$ cat config.mk
export PLATFORM = sky130hd
export DESIGN_NAME = oscar_top
export DESIGN_NICKNAME = d
export VERILOG_FILES = /design/src/rtl/oscar_pkg.sv /design/src/rtl/oscar_accum.sv /design/src/rtl/oscar_top.sv
export SDC_FILE = /design/constraint.sdc
export NUM_CORES = 1
export LEC_CHECK = 0
export ABC_AREA = 0
export BUFFER_PORTS_ARGS = -buffer_cell sky130_fd_sc_hd__buf_2
export CELL_PAD_IN_SITES_DETAIL_PLACEMENT = 0
export CELL_PAD_IN_SITES_GLOBAL_PLACEMENT = 1
export CORE_MARGIN = 3
export CORE_UTILIZATION = 31
export CTS_CLUSTER_SIZE = 8
export DETAILED_ROUTE_END_ITERATION = 16
export PLACE_DENSITY = 0.57
export SLEW_MARGIN = 20
export SYNTH_ARGS = -nofsm -noshare
export SYNTH_HDL_FRONTEND = slang
export SYNTH_SLANG_ARGS = --single-unit
$ cat constraint.sdc
create_clock -name i_clk_sys -period 9 [get_ports i_clk_sys]
set_input_delay 0.45 -clock i_clk_sys [delete_from_list [all_inputs] [get_ports i_clk_sys]]
set_output_delay 0.45 -clock i_clk_sys [all_outputs]
set_load 0.02 [all_outputs]
$ cat src/rtl/oscar_pkg.sv
// Operation
// - The emitter is driven during a proximity measurement at ten milliamperes per unit of the drive field.
// - A drive field above twenty is clamped to the two hundred milliampere maximum.
// - After reset the drive field holds two, giving twenty milliamperes.
// - The upper bits of the drive register read back a fixed trim revision code.
// - Bit seven of the ambient parameter register is a read/write continuous conversion control.
// - Bit three of the ambient parameter register enables automatic offset compensation.
// - Bits two to zero of the ambient parameter register pick the conversions per run, and the average is stored.
// - Each ambient result is one sixteen-bit unsigned value over two byte registers.
// - Result bits fifteen to eight read at address 85h and are read-only.
// - Result bits seven to zero read at address 86h and are read-only.
// - Writing one to the ambient single-shot bit of the command register starts one ambient measurement.
// - The ambient result-valid flag sets on new data and clears when either result register is read.
package oscar_pkg;
	// ------------------------------------------------------------
	// Register map
	// ------------------------------------------------------------
	localparam logic [7:0] ADDR_COMMAND   = 8'h80;
	localparam logic [7:0] ADDR_DRIVE     = 8'h83;
	localparam logic [7:0] ADDR_AMB_PARAM = 8'h84;
	localparam logic [7:0] ADDR_RES_HIGH  = 8'h85;
	localparam logic [7:0] ADDR_RES_LOW   = 8'h86;
	// ------------------------------------------------------------
	// Fields and reset values
	// ------------------------------------------------------------
	localparam int         CMD_VALID_BIT  = 6;
	localparam int         CMD_SHOT_BIT   = 4;
	localparam int         PAR_CONT_BIT   = 7;
	localparam int         PAR_OFFS_BIT   = 3;
	localparam int         DRIVE_W        = 6;
	localparam logic [5:0] DRIVE_RESET    = 6'h02;
	localparam logic [5:0] DRIVE_MAX      = 6'h14;
	localparam logic [7:0] MA_PER_STEP    = 8'h0A;
	localparam logic [7:0] PARAM_RESET    = 8'h0D;
	localparam logic [1:0] TRIM_CODE      = 2'h1; // Arbitrary value
	// ------------------------------------------------------------
	// Sequencer states
	// ------------------------------------------------------------
	typedef enum logic [1:0] {
		OSC_IDLE   = 2'b00,
		OSC_OFFSET = 2'b01,
		OSC_CONV   = 2'b10,
		OSC_STORE  = 2'b11
	} osc_state_e;
endpackage

$ cat src/rtl/oscar_accum.sv
module oscar_accum
(
	// Clock and reset
	input  wire logic        i_clk_sys,
	input  wire logic        i_sys_rst,
	// Control
	input  wire logic        i_clear,
	input  wire logic        i_add,
	input  wire logic [15:0] i_sample,
	// Sum
	output logic      [23:0] o_sum
);
	// ------------------------------------------------------------
	// Sample accumulator
	// ------------------------------------------------------------
	logic [23:0] sum_r;
	always_ff @(posedge i_clk_sys or posedge i_sys_rst)
	begin
		if (i_sys_rst)
			sum_r <= 24'h000000;
		else if (i_clear)
			sum_r <= 24'h000000;
		else if (i_add)
			sum_r <= sum_r + {8'h00, i_sample};
	end
	assign o_sum = sum_r;
endmodule

$ cat src/rtl/oscar_top.sv
module oscar_top
(
	// Clock and reset
	input  wire logic       i_clk_sys,
	input  wire logic       i_sys_rst,
	// Register port (already decoded from the serial bus)
	input  wire logic       i_reg_wr,
	input  wire logic       i_reg_rd,
	input  wire logic [7:0] i_reg_addr,
	input  wire logic [7:0] i_reg_wdata,
	output logic      [7:0] o_reg_rdata,
	// Ambient converter
	output logic            o_conv_start,
	output logic            o_conv_dark,
	input  wire logic       i_conv_done,
	input  wire logic [15:0] i_conv_data,
	// Emitter drive
	input  wire logic       i_prox_active,
	output logic      [7:0] o_emitter_ma,
	// Status
	output logic            o_cont_mode,
	output logic            o_amb_valid,
	output logic            o_amb_busy
);
	// ------------------------------------------------------------
	// Register state
	// ------------------------------------------------------------
	logic [5:0]  drive_r;
	logic [7:0]  param_r;
	logic [15:0] result_r;
	logic        valid_r;
	logic [15:0] offset_r;
	logic [7:0]  left_r;
	logic        conv_pend_r;
	logic        shot_r;
	logic [7:0]  ma_r;
	logic [7:0]  rdata_r;
	oscar_pkg::osc_state_e state_r;
	oscar_pkg::osc_state_e state_nxt;
	// ------------------------------------------------------------
	// Decode
	// ------------------------------------------------------------
	wire wr_cmd   = i_reg_wr && (i_reg_addr == oscar_pkg::ADDR_COMMAND);
	wire wr_drive = i_reg_wr && (i_reg_addr == oscar_pkg::ADDR_DRIVE);
	wire wr_param = i_reg_wr && (i_reg_addr == oscar_pkg::ADDR_AMB_PARAM);
	wire rd_res   = i_reg_rd && ((i_reg_addr == oscar_pkg::ADDR_RES_HIGH)
	                || (i_reg_addr == oscar_pkg::ADDR_RES_LOW));
	wire shot_req = wr_cmd && i_reg_wdata[oscar_pkg::CMD_SHOT_BIT];
	wire cont_on  = param_r[oscar_pkg::PAR_CONT_BIT];
	wire offs_on  = param_r[oscar_pkg::PAR_OFFS_BIT];
	wire idle     = (state_r == oscar_pkg::OSC_IDLE);
	wire go       = idle && (shot_r || cont_on);
	// Conversions per run: 1,2,4..128
	wire [8:0]  run_len = 9'h001 << param_r[2:0];
	wire [23:0] acc_sum;
	wire        acc_add = i_conv_done && conv_pend_r && (state_r == oscar_pkg::OSC_CONV);
	wire        last    = acc_add && (left_r == 8'h01);
	// Average by shift, then offset removal with floor at zero
	wire [23:0] avg     = acc_sum >> param_r[2:0];
	wire [15:0] avg16   = avg[15:0];
	wire [15:0] comp    = (offs_on && avg16 > offset_r) ? avg16 - offset_r
	                      : (offs_on ? 16'h0000 : avg16);
	// ------------------------------------------------------------
	// Accumulator
	// ------------------------------------------------------------
	oscar_accum u_accum
	(
		.i_clk_sys (i_clk_sys),
		.i_sys_rst (i_sys_rst),
		.i_clear   (go),
		.i_add     (acc_add),
		.i_sample  (i_conv_data),
		.o_sum     (acc_sum)
	);
	// ------------------------------------------------------------
	// Sequencer next state
	// ------------------------------------------------------------
	always_comb
	begin
		state_nxt = state_r;
		case (state_r)
			oscar_pkg::OSC_IDLE:
				if (go)
					state_nxt = offs_on ? oscar_pkg::OSC_OFFSET : oscar_pkg::OSC_CONV;
			oscar_pkg::OSC_OFFSET:
				if (i_conv_done && conv_pend_r)
					state_nxt = oscar_pkg::OSC_CONV;
			oscar_pkg::OSC_CONV:
				if (last)
					state_nxt = oscar_pkg::OSC_STORE;
			oscar_pkg::OSC_STORE:
				state_nxt = oscar_pkg::OSC_IDLE;
			default:
				state_nxt = oscar_pkg::OSC_IDLE;
		endcase
	end
	// ------------------------------------------------------------
	// Sequencer and converter handshake
	// ------------------------------------------------------------
	always_ff @(posedge i_clk_sys or posedge i_sys_rst)
	begin
		if (i_sys_rst)
		begin
			state_r     <= oscar_pkg::OSC_IDLE;
			conv_pend_r <= 1'b0;
			left_r      <= 8'h00;
			offset_r    <= 16'h0000;
			o_conv_start <= 1'b0;
			o_conv_dark <= 1'b0;
		end
		else
		begin
			state_r      <= state_nxt;
			o_conv_start <= 1'b0;
			// Run length is 1 to 128, so the low byte always holds it
			if (go)
				left_r <= run_len[7:0];
			else if (acc_add)
				left_r <= left_r - 8'h01;
			if (i_conv_done)
				conv_pend_r <= 1'b0;
			// Start a dark offset conversion or a light conversion
			if ((state_nxt == oscar_pkg::OSC_OFFSET || state_nxt == oscar_pkg::OSC_CONV)
			    && !conv_pend_r && !(i_conv_done && conv_pend_r) && !last)
			begin
				o_conv_start <= 1'b1;
				o_conv_dark  <= (state_nxt == oscar_pkg::OSC_OFFSET);
				conv_pend_r  <= 1'b1;
			end
			if (state_r == oscar_pkg::OSC_OFFSET && i_conv_done && conv_pend_r)
				offset_r <= i_conv_data;
		end
	end
	// ------------------------------------------------------------
	// Configuration and result registers
	// ------------------------------------------------------------
	always_ff @(posedge i_clk_sys or posedge i_sys_rst)
	begin
		if (i_sys_rst)
		begin
			drive_r  <= oscar_pkg::DRIVE_RESET;
			param_r  <= oscar_pkg::PARAM_RESET;
			result_r <= 16'h0000;
			valid_r  <= 1'b0;
			shot_r   <= 1'b0;
		end
		else
		begin
			// Trim bits and result registers take no writes
			if (wr_drive)
				drive_r <= i_reg_wdata[5:0];
			if (wr_param)
				param_r <= {i_reg_wdata[7], 3'b000, i_reg_wdata[3:0]};
			if (shot_req)
				shot_r <= 1'b1;
			else if (go)
				shot_r <= 1'b0;
			if (state_r == oscar_pkg::OSC_STORE)
				result_r <= comp;
			// Set wins over a clearing read
			if (state_r == oscar_pkg::OSC_STORE)
				valid_r <= 1'b1;
			else if (rd_res)
				valid_r <= 1'b0;
		end
	end
	// ------------------------------------------------------------
	// Emitter current, clamped at the maximum
	// ------------------------------------------------------------
	wire [5:0] drive_eff = (drive_r > oscar_pkg::DRIVE_MAX) ? oscar_pkg::DRIVE_MAX : drive_r;
	wire [7:0] drive_ma  = 8'({2'b00, drive_eff} * oscar_pkg::MA_PER_STEP);
	always_ff @(posedge i_clk_sys or posedge i_sys_rst)
	begin
		if (i_sys_rst)
			ma_r <= 8'h00;
		else
			ma_r <= i_prox_active ? drive_ma : 8'h00;
	end
	// ------------------------------------------------------------
	// Read mux
	// ------------------------------------------------------------
	always_comb
	begin
		case (i_reg_addr)
			oscar_pkg::ADDR_COMMAND:   rdata_r = {1'b1, valid_r, 1'b0, shot_r, 4'h0};
			oscar_pkg::ADDR_DRIVE:     rdata_r = {oscar_pkg::TRIM_CODE, drive_r};
			oscar_pkg::ADDR_AMB_PARAM: rdata_r = param_r;
			oscar_pkg::ADDR_RES_HIGH:  rdata_r = result_r[15:8];
			oscar_pkg::ADDR_RES_LOW:   rdata_r = result_r[7:0];
			default:                   rdata_r = 8'h00;
		endcase
	end
	assign o_reg_rdata  = rdata_r;
	assign o_emitter_ma = ma_r;
	assign o_cont_mode  = cont_on;
	assign o_amb_valid  = valid_r;
	assign o_amb_busy   = !idle;
endmodule

* Word-level counts from Yosys, hierarchy flattened
Index checks and enable logic that the tools add are counted.
Operators by class: shifts and indexed selects 2, add/subtract/negate cells 3, $lt $le $gt $ge 2, equality and inequality tests 11, multipliers 1, muxes and demuxes 21, reduce and logical (&&, ||, !) cells 27
Operators with widths (number):
- two-way mux 24 bit | 2
- equality test 8 bit, second input constant | 5
- case mux 8 bit (5 select lines) | 1
- two-way mux 16 bit | 2
- adder 24 x 16 -> 24 bit | 1
- two-way mux 8 bit | 3
- right shift 24 x 3 -> 16 bit | 1
- > comparator 16 bit | 1
- subtractor 16 bit | 1
- logical AND 1 bit | 15
- equality test 8 x 1 -> 1 bit, second input constant | 1
- two-way mux 2 bit | 4
- case mux 2 bit (4 select lines) | 1
- nonzero test 2 bit | 4
- left shift 1 x 3 -> 8 bit, first input constant | 1
- subtractor 8 x 1 -> 8 bit, second input constant | 1
- multiplier 6 x 3 -> 7 bit, second input constant | 1
- two-way mux 1 bit | 7
- equality test 2 bit, second input constant | 3
- > comparator 6 x 5 -> 1 bit, second input constant | 1
- two-way mux 6 bit | 1
- equality test 2 x 1 -> 1 bit, second input constant | 2
- zero test 1 bit | 4
- logical OR 1 bit | 3
- zero test 2 bit | 1
Storage, ports and cells: register bits after elaboration 90, output and inout bits 21, bits of input ports 38, word-level logic and storage cells 80

* Depth between registers and ports, before layout
Gate-level depths: netlist of the first run.
word-level depth 11, gate-level depth with buffers 19, gate-level depth less buffers 15

* Cells and area by module
A second synthesis of the first run with hierarchy kept.
Unflattened totals: cells, all modules 706, area, all modules 6620.1 um^2
By module, submodules not included:
- oscar_top | area each 4735.8 um^2, cells an instance 497, times used 1, sequential area each 1631.6 um^2
- oscar_accum | area each 1884.3 um^2, cells an instance 209, times used 1, sequential area each 600.6 um^2

* Least setup slack after synthesis of the first run
No wires, ideal clock.
path kind register -> register, from register param_r[0], to register result_r[15], path slack 5.390 ns, cell stages (with the launch flop) 16, library setup time 0.072 ns, buffers on the path 2, arrival time 3.539 ns, period minus slack after synthesis 3.610 ns, required time 8.928 ns, cell sequence dfstp_2 > buf_1 > inv_1 > clkbuf_1 > nor2_1 > a21oi_1 > o21ai_0 > inv_1 > ha_1 > a21o_1 > a221o_1 > a41oi_1 > o21ai_0 > a21oi_1 > mux2_2 > nor2_1
Between the ends: word-level cells in the longest chain between the ends 4, elaborated cells between the ends (all ways) 6, those cells by class 1 x add/sub; 1 x order compare; 1 x shift; 2 x mux; 1 x reduce/logical
RTL lines:
- start: declaration | RTL line oscar_top.sv:29 | logic [7:0] param_r;
- start signal: assignment | RTL line oscar_top.sv:142 | param_r <= oscar_pkg::PARAM_RESET;
- start signal: assignment | RTL line oscar_top.sv:153 | param_r <= {i_reg_wdata[7], 3'b000, i_reg_wdata[3:0]};
- right shift 24 x 3 -> 16 bit * | RTL line oscar_top.sv:59 | wire [23:0] avg = acc_sum >> param_r[2:0];
- > comparator 16 bit | RTL line oscar_top.sv:61 | wire [15:0] comp = (offs_on && avg16 > offset_r) ? avg16 - offset_r
- logical AND 1 bit | RTL line oscar_top.sv:61
- two-way mux 16 bit * | RTL line oscar_top.sv:61
- end signal: assignment | RTL line oscar_top.sv:159 | result_r <= comp;
- end: declaration | RTL line oscar_top.sv:30 | logic [15:0] result_r;
Mark *: on every way between the ends. The rest lies on a longest branch, timed or not. A chain may end at the register's enable or synchronous reset.

* Final worst setup path of the first run
from register param_r[0], to register result_r[12]
The elaborated chain is that of the path after synthesis.

==> results.yml, run 1 <==
cells_and_area:
  fin_cells: 995
  layout_commonest_cell: "dfrtp_1"
  final_cell_mix: "84 x dfrtp_1, 83 x nand2_1, 56 x buf_2, 52 x o21ai_0, 41 x ha_1"
  n_antenna_cell: 0
  ff_latch_area_sq_um: 2207
  nFillCells: 2085
  drive_above_1_share_pct: 18.90
  stdcell_area_sq_um: 7078
  multi_input_area_sq_um: 3812
  final_nets: 807
  area_growth_syn_to_layout_pct: 12.87
power:
  intPower_mw: 1.061
  switching_power_mw: 0.7903
  pwr-share-comb_pct: 50.2
  p_clk_share_pct: 19.9
  switching_share_pct: 42.70
  seqPwrFrac_pct: 30.0
  leakage_nw: 3.238
  peakVddDrop_v: 0.00007815
  power_density_nw_per_um2: 261.5
yosys:
  synth_nets: 767
  yosysTopAreaCell: "dfrtp_1"
  syn_area_sq_um: 6271
  yosys_warnings: 0
  synthArstFlopShare_pct: 100.0
  ys_ff_latch: 88
  synth-main-ff-cell: "dfrtp_1"
  ys_seq_area_share_pct: 35.20
  synth_cell_types: 67
  yosys-top-cells-area: "dfrtp_1 34%, ha_1 8.2%, mux2_2 6.8%"
  synthesis.instances: 685
  synth_top_area_share_pct: 33.52
  synth_edf_count: 0
  syn_area_per_cell_sq_um: 9.155
placed_design:
  dpl.hpwl_um: 12700
  place_congestion: 0.8161
  placed_cells: 979
  io_buffer_count: 56
  placed_cell_area_sq_um: 6794
floorplanning:
  die_area_sq_um: 21970
  num_io_pins: 59
  start_util_pct: 31.91
  fp-row-count: 51
  die_y_um: 148.2
  chipWidth_um: 148.2
  core_sq_um: 19650
grt:
  grt_pass1_vias: 5122
  antenna_found_initial: 0
  grt_overflow: 0
  grt_usage_pct: 15.57
  grt_max_degree: 49
  grt_pass1_wl_um: 27630
clocking:
  cts_buffers: 9
  htreeDepth: 3
  cts_setup_buffers: 0
  cts_tree: "yes"
  insertion_delay_ps: 350
  cts_root_buf: "clkbuf_16"
  cts.repair.resized: 0
  cts_hold_buf: 0
  cts_max_path_buffers: 2
  clk_pin_slew_ps: 70
  cts_sinks: 88
worst_setup_path:
  max_stage_delay_ps: 970
  start_kind: "flip-flop"
  cpLargestDelayFamily: "compound AO/OA/AOI/OAI gates"
  critPathCaptureType: "flip-flop"
  crit_type: "reg2reg"
  critPathMaxFanout: 30
  regToRegSetupSlack_ps: 4460
  critPathBufInv: 1
  crit_slowest_cell: "dfstp_2"
  crit_required_ps: 9240
  critical_path_arrival_ps: 4780
  critical_path.cell_chain: "inv_1, nor2_1, a21oi_1, o21ai_0, fa_1, nor2b_1, o31a_1, o31ai_1, a21oi_1, o211ai_2, nor2_1, a211o_1, o21a_1"
worst_hold_path:
  hp-class: "in2async"
routing:
  post-route-drc-count: 0
  routedWlPerCell_um: 16.74
  via_count: 5154
  dr.first_iter.drc_count: 250
  drt-vias-per-instance: 5.180
  detail-route-antenna-nets: 0
  wirelength_um: 16660
  dr.pass1.iters: 4
sta:
  fin_crit_sh_pct: 50.44
  fmax_ghz: 0.2203
  tightest_slew_ps: 937.3
  rsz0062_at_grt: "no"
  finalHoldViolCount: 0
  report.final.slew_viol_count: 0
  relSlewSlack_pct: 37.34
  finalSetupViolations: 0
  setup_tns_ps: 0
  fin_skew_ps: 9.177
  fin_crit_ps: 4540
job:
  drv_cap: 0
run_status:
  status: "completed"
-- cell type report --
class	count	area share, %
multi-input cells	532	53.86
inverters	33	1.768
clock buffers	9	3.182
well taps	265	4.684
repair buffers	61	4.490
flip-flops and latches	88	31.18
clock inverters	7	0.8308
-- logic make-up after synthesis --
| family | after synthesis | synth area share [%] |
|---|---|---|
| AND/OR/NAND/NOR | 204 | 15.76 |
| AO/OA/AOI/OAI | 191 | 20.47 |
| flip-flops | 88 | 35.20 |
| multiplexers | 66 | 11.69 |
| buffers and inverters | 65 | 4.050 |
| adder cells (fa/ha/maj) | 44 | 9.138 |
| XOR/XNOR | 26 | 3.631 |
| other | 1 | 0.05980 |
-- power by group through the flow --
stage               Clock (mW)  Combinational (mW)  Sequential [mW]
floorplan                    0               0.740            0.526
global placement             0               0.906            0.559
detailed placement           0               0.919            0.562
CTS                      0.381               0.924            0.554
global route             0.395                1.05            0.566
finish                   0.368               0.928            0.554
-- synthesized netlist by cell type, types with 9 or more instances --
cell,n
o21ai_0,52
a21oi_1,37
nand2b_1,9
and3_1,9
nor2b_1,9
mux2_2,38
a21o_1,18
clkbuf_1,24
inv_1,33
nor2_1,37
o21a_1,12
xnor2_1,18
dfrtp_1,84
nand2_1,83
ha_1,41
mux2i_1,26
-- worst paths after layout --
check | from | to | cells after the start
max in group asynchronous | i_sys_rst | result_r[2]$_DFFE_PP0P_ | 3
min reg2reg | result_r[9]$_DFFE_PP0P_ | result_r[9]$_DFFE_PP0P_ | 1
min in group i_clk_sys | i_conv_done | conv_pend_r$_DFFE_PP0P_ | 2
max | param_r[0]$_DFFE_PP1P_ | result_r[12]$_DFFE_PP0P_ | 13
min | i_sys_rst | u_accum.o_sum[5]$_DFFE_PP0P_ | 2
max reg2reg | param_r[0]$_DFFE_PP1P_ | result_r[12]$_DFFE_PP0P_ | 13
-- flip-flops by register name, indices dropped and copies added, names as in the netlist --
register       count
u_accum.o_sum     23
shot_r             1
state_r            2
conv_pend_r        1
left_r             8
o_amb_valid        1
drive_r            6
o_emitter_ma       7
o_conv_start       1
param_r            5
result_r          16
o_conv_dark        1
offset_r          16
-- layer usage --
metal | GRT usage (%) | share of wire [%] | up-vias
met5 | 0 | 0 | -
met4 | 4.619 | 1.5 | 0
met3 | 2.072 | 3.5 | 17
met2 | 23.70 | 44 | 101
met1 | 23.06 | 51 | 2467
li1 | - | - | 2569
-- per-stage QoR --
| stage | hold slack, ps | total power, mW | setup WS (ps) | util [%] |
|---|---|---|---|---|
| after floorplan | 452.1 | 1.266 | 5390 | - |
| after global placement | 476.2 | 1.465 | 4550 | 34.56 |
| after detailed placement | 484.5 | 1.480 | 4468 | 34.57 |
| after CTS | 218.7 | 1.860 | 4449 | 36.01 |
| after global routing | 266.0 | 2.012 | 4173 | 36.01 |
| final | 200.1 | 1.851 | 4460 | 36.01 |
(Power assumes the default switching activity.)
==> run 2, diff against run 1 <==
Settings changed: PLACE_DENSITY 0.57 to 0.59.
Clock period 9 ns to 3.9 ns, I/O delays scaled along.
==> run 2 against run 1 <==
  * Count of clock-buffer cells in the layout unchanged
  * Final area up 1.9%
  * First-iteration DRC count down 5.2%
  * Sequential share of layout area decreased by 0.58 points
  * Cell count grew 1.0%
  * Global-route usage decreased by 0.34 points
  * Critical path type unchanged
==> results.yml, run 2 (synthesis results as in run 1) <==
floorplanning:
  core_sq_um: 19650
  fp-row-count: 51
  num_io_pins: 59
  die_y_um: 148.2
  start_util_pct: 31.91
  chipWidth_um: 148.2
  die_area_sq_um: 21970
clocking:
  cts_max_path_buffers: 2
  cts_sinks: 88
  clk_pin_slew_ps: 70
  htreeDepth: 3
  cts_buffers: 9
  cts_tree: "yes"
  cts_setup_buffers: 0
  cts_root_buf: "clkbuf_16"
  insertion_delay_ps: 350
  cts_hold_buf: 0
  cts.repair.resized: 0
sta:
  fin_crit_ps: 3711
  tightest_slew_ps: 990.7
  fin_ws_ps: 189.4
  finalSetupViolations: 0
  relSlewSlack_pct: 33.81
  fin_skew_ps: 8.148
  finalHoldViolCount: 0
  fin_crit_sh_pct: 95.14
  setup_tns_ps: 0
  fmax_ghz: 0.2695
  report.final.slew_viol_count: 0
  rsz0062_at_grt: "no"
worst_hold_path:
  hp-class: "in2async"
worst_setup_path:
  start_kind: "flip-flop"
  reg2reg_from: "param_r[1]$_DFFE_PP0P_"
  crit_slowest_cell: "dfrtp_1"
  max_stage_delay_ps: 520
  critPathBufInv: 1
  critical_path_arrival_ps: 3990
  worst-r2r-cell-count: 12
  critPathCaptureType: "flip-flop"
  critPathMaxFanout: 26
  crit_type: "reg2reg"
  critical_path.cell_chain: "buf_12, mux2_2, o21ai_0, a21oi_1, ha_1, and3_1, a221o_1, a41oi_1, o21ai_0, a21oi_1, mux2_2, nor2_1"
  crit_required_ps: 4180
  regToRegSetupSlack_ps: 190
  cpLargestDelayFamily: "compound AO/OA/AOI/OAI gates"
  r2r_end: "result_r[15]$_DFFE_PP0P_"
run_status:
  status: "completed"
cells_and_area:
  n_antenna_cell: 0
  stdcell_area_sq_um: 7213
  final_nets: 817
  utilization_pct: 36.70
  drive_above_1_share_pct: 20.00
  layout_commonest_cell: "dfrtp_1"
  largest_register_ffs: 23
  area_growth_syn_to_layout_pct: 15.02
  fin_cells: 1005
  final_cell_mix: "84 x dfrtp_1, 83 x nand2_1, 56 x buf_2, 52 x o21ai_0, 41 x ha_1"
job:
  drv_cap: 0
placed_design:
  io_buffer_count: 56
  place_congestion: 0.8389
  placed_cell_area_sq_um: 6882
  dpl.hpwl_um: 12980
  place_ws_ps: 219.2
  placed_cells: 989
routing:
  via_count: 5190
  detail-route-antenna-nets: 0
  wirelength_um: 16600
  drt-vias-per-instance: 5.164
  dr.pass1.iters: 4
  dr.first_iter.drc_count: 237
  routedWlPerCell_um: 16.52
  post-route-drc-count: 0
grt:
  grt_max_degree: 51
  grt_overflow: 0
  antenna_found_initial: 0
  grt_usage_pct: 15.22
  grt_pass1_vias: 5208
  grt_pass1_wl_um: 26940
power:
  leakage_nw: 3.314
  peakVddDrop_v: 0.0002116
  power_density_nw_per_um2: 609.5
[run 2: worst max path at each step]
stage	startpoint	to	slack (ps)	cells after the start
after floorplan	param_r[0]$_DFFE_PP1P_	result_r[15]$_DFFE_PP0P_	290	15
after global placement	param_r[1]$_DFFE_PP0P_	result_r[15]$_DFFE_PP0P_	290	12
after detailed placement	param_r[1]$_DFFE_PP0P_	result_r[15]$_DFFE_PP0P_	220	12
after CTS	param_r[1]$_DFFE_PP0P_	result_r[15]$_DFFE_PP0P_	210	12
after global routing	param_r[1]$_DFFE_PP0P_	result_r[12]$_DFFE_PP0P_	30	16
final	param_r[1]$_DFFE_PP0P_	result_r[15]$_DFFE_PP0P_	190	12
[run 2: metrics by stage]
step                hold slack (ps)  power, mW
global placement              414.7      3.396
CTS                           45.37      4.424
floorplan                     288.0      2.921
finish                        6.666      4.396
detailed placement            418.7      3.424
global route                  65.41      4.767
[run 2: metal layers]
layer	vias up	track usage (%)	routed length (um)
met1	2485	21.81	8471
met3	8	2.559	657
li1	2586	-	-
met5	-	0	0
met2	111	23.93	7299
met4	0	3.972	170
[run 2: area by class of cell]
type / count / area (sq um)
Clock buffer: 9 / 225.2
Tap cell: 265 / 331.6
Timing Repair Buffer: 71 / 405.4
Fill cell: 2082 / 12440
Multi-Input combinational cell: 532 / 3812
Clock inverter: 7 / 106.4
Sequential cell: 88 / 2207
Inverter: 33 / 125.1
[run 2: worst reg2reg max path: cells and delay by family, from the launching register on]
family          cells  cell delay, ps
flops               1             520
mux                 2             710
buf+inv             1             230
simple gates        2             290
compound gates      6            1530
fa+ha+maj           1             360
[run 2: where the power goes]
group / switching [mW] / internal (mW)
registers: 0.193 / 1.07
logic: 1.21 / 0.945
clock network: 0.398 / 0.575
total: 1.80 / 2.59
==> run 3, diff against run 2 <==
Settings changed: BUFFER_PORTS_ARGS -buffer_cell sky130_fd_sc_hd__buf_2 to default, DONT_BUFFER_PORTS from default to 1, PLACE_DENSITY 0.59 to 0.56, TNS_END_PERCENT from default to 50.
==> run 3 against run 2 <==
  * Total power is 1.4% lower
  * Non-clock buffer count fell by 32
  * Die area is the same
  * Final area down 0.49%
==> results.yml, run 3 (synthesis results as in run 1) <==
routing:
  post-route-drc-count: 0
  wirelength_um: 16850
  drt-vias-per-instance: 5.190
  detail-route-antenna-nets: 0
  via_count: 5050
  routedWlPerCell_um: 17.32
  dr.first_iter.drc_count: 238
  dr.pass1.iters: 4
clocking:
  htreeDepth: 3
  cts_tree: "yes"
  cts_sinks: 88
  cts_buffers: 9
  cts_root_buf: "clkbuf_16"
  insertion_delay_ps: 350
  clk_pin_slew_ps: 70
  cts_max_path_buffers: 2
  cts_setup_buffers: 0
power:
  leakage_nw: 3.157
  power_density_nw_per_um2: 603.9
  seqPwrFrac_pct: 29.6
  switching_share_pct: 41.61
  switching_power_mw: 1.804
  peakVddDrop_v: 0.0002042
  intPower_mw: 2.531
  pwr-share-comb_pct: 49.3
  p_clk_share_pct: 21.1
worst_setup_path:
  critical_path.cell_chain: "mux2_2, o21ai_0, nor2_1, a31oi_1, ha_1, fa_1, nor2b_1, o31a_1, o31ai_1, a21oi_1, o211ai_2, buf_4, o31ai_1, mux2_2"
  cpLargestDelayFamily: "compound AO/OA/AOI/OAI gates"
  crit_type: "reg2reg"
  path_depth: 14
  critical_path_arrival_ps: 3880
  worst-r2r-cell-count: 14
  crit_slowest_cell: "dfrtp_2"
  max_stage_delay_ps: 490
  start_kind: "flip-flop"
  reg2reg_from: "param_r[1]$_DFFE_PP0P_"
  critPathCaptureType: "flip-flop"
  endpoint: "result_r[8]$_DFFE_PP0P_"
  r2r_end: "result_r[8]$_DFFE_PP0P_"
  critPathBufInv: 1
  critPathLaunch: "param_r[1]$_DFFE_PP0P_"
  regToRegSetupSlack_ps: 250
  critPathMaxFanout: 10
  crit_required_ps: 4120
run_status:
  status: "completed"
floorplanning:
  die_y_um: 148.2
  chipWidth_um: 148.2
  die_area_sq_um: 21970
  core_sq_um: 19650
  start_util_pct: 31.91
  fp-row-count: 51
  num_io_pins: 59
cells_and_area:
  final_cell_mix: "83 x nand2_1, 83 x dfrtp_1, 52 x o21ai_0, 41 x ha_1, 38 x mux2_2"
  n_antenna_cell: 0
  area_growth_syn_to_layout_pct: 14.47
  fin_cells: 973
  final_nets: 785
  largest_register_ffs: 23
  drive_above_1_share_pct: 13.14
sta:
  rsz0062_at_grt: "no"
  report.final.slew_viol_count: 0
  fin_skew_ps: 11.53
  fin_crit_ps: 3651
  fin_crit_sh_pct: 93.63
  tightest_slew_ps: 929.8
  relSlewSlack_pct: 37.88
  finalHoldViolCount: 0
  setup_tns_ps: 0
  finalSetupViolations: 0
  hold_slack_ps: 17.56
  fin_ws_ps: 248.6
  fmax_ghz: 0.2739
grt:
  grt_usage_pct: 15.49
  grt_max_degree: 46
  grt_pass1_vias: 5179
  grt_overflow: 0
  antenna_found_initial: 0
  grt_pass1_wl_um: 27140
worst_hold_path:
  hp-class: "in2reg"
job:
  drv_cap: 0
placed_design:
  place_ws_ps: 185.7
  placed_cells: 932
  io_buffer_count: 0
  dpl.hpwl_um: 12820
  place_congestion: 0.8670
==> run 3: changes by cell type in the layout (fill, tap and decap cells not counted), moves of 2 or more <==
cell	change
dlygate4sd3_1	+25
inv_6	-2
buf_2	-56
buf_4	-2
==> run 3: layer usage <==
metal | part of all wire (%) | track usage (%) | routed length (um)
met1 | 49 | 21.12 | 8288
met2 | 46 | 25.10 | 7670
met3 | 4.1 | 3.199 | 690
met4 | 1.2 | 4.249 | 203
met5 | 0 | 0 | 0
==> run 3: power groups by stage <==
stage	sequential, mW	clock, mW	combinational (mW)
detailed placement	1.30	0	2.08
floorplan	1.21	0	1.71
finish	1.28	0.916	2.14
global placement	1.30	0	2.07
global route	1.31	0.980	2.39
CTS	1.28	0.943	2.12
==> run 3: worst min-delay path by stage <==
stage | to | slack [ps] | startpoint | cells after the start
floorplan | conv_pend_r$_DFFE_PP0P_ | 290 | i_conv_done | 1
global placement | u_accum.o_sum[5]$_DFFE_PP0P_ | 180 | i_sys_rst | 1
detailed placement | u_accum.o_sum[5]$_DFFE_PP0P_ | 190 | i_sys_rst | 1
CTS | shot_r$_DFFE_PP0P_ | 2 | i_reg_wdata[4] | 1
global route | shot_r$_DFFE_PP0P_ | 4 | i_reg_wdata[4] | 1
finish | shot_r$_DFFE_PP0P_ | 20 | i_reg_wdata[4] | 1
==> run 3: layout make-up <==
class | count | area [sq um]
multi-input cells | 532 | 3820
inverters | 33 | 126.4
fillers | 2035 | 12480
repair buffers | 39 | 380.4
clock inverters | 7 | 86.33
clock buffers | 9 | 225.2
flip-flops and latches | 88 | 2208
well taps | 265 | 331.6
==> run 3: per-stage QoR <==
step           util [%]  area, sq um  total power [mW]
5_1_grt           36.52         7178             4.681
6_report          36.52         7178             4.335
3_3_place_gp      33.61         6605             3.366
4_1_cts           36.48         7169             4.341
2_1_floorplan         -         6271             2.921
3_5_place_dp      33.62         6608             3.379
==> run 3: what timing repair did <==
action                     4_1_cts  5_1_grt
setup endpoints to repair        0       11
hold buffers                    25        0
resized for setup                0        2
hold endpoints to repair        75        0
==> run 3: worst register-to-register path, delay by kind of cell (launching register included) <==
family          cells  cell delay (ps)
buf+inv             1              210
flops               1              490
simple gates        2              150
mux                 2              640
compound gates      7             1580
fa+ha+maj           2              480
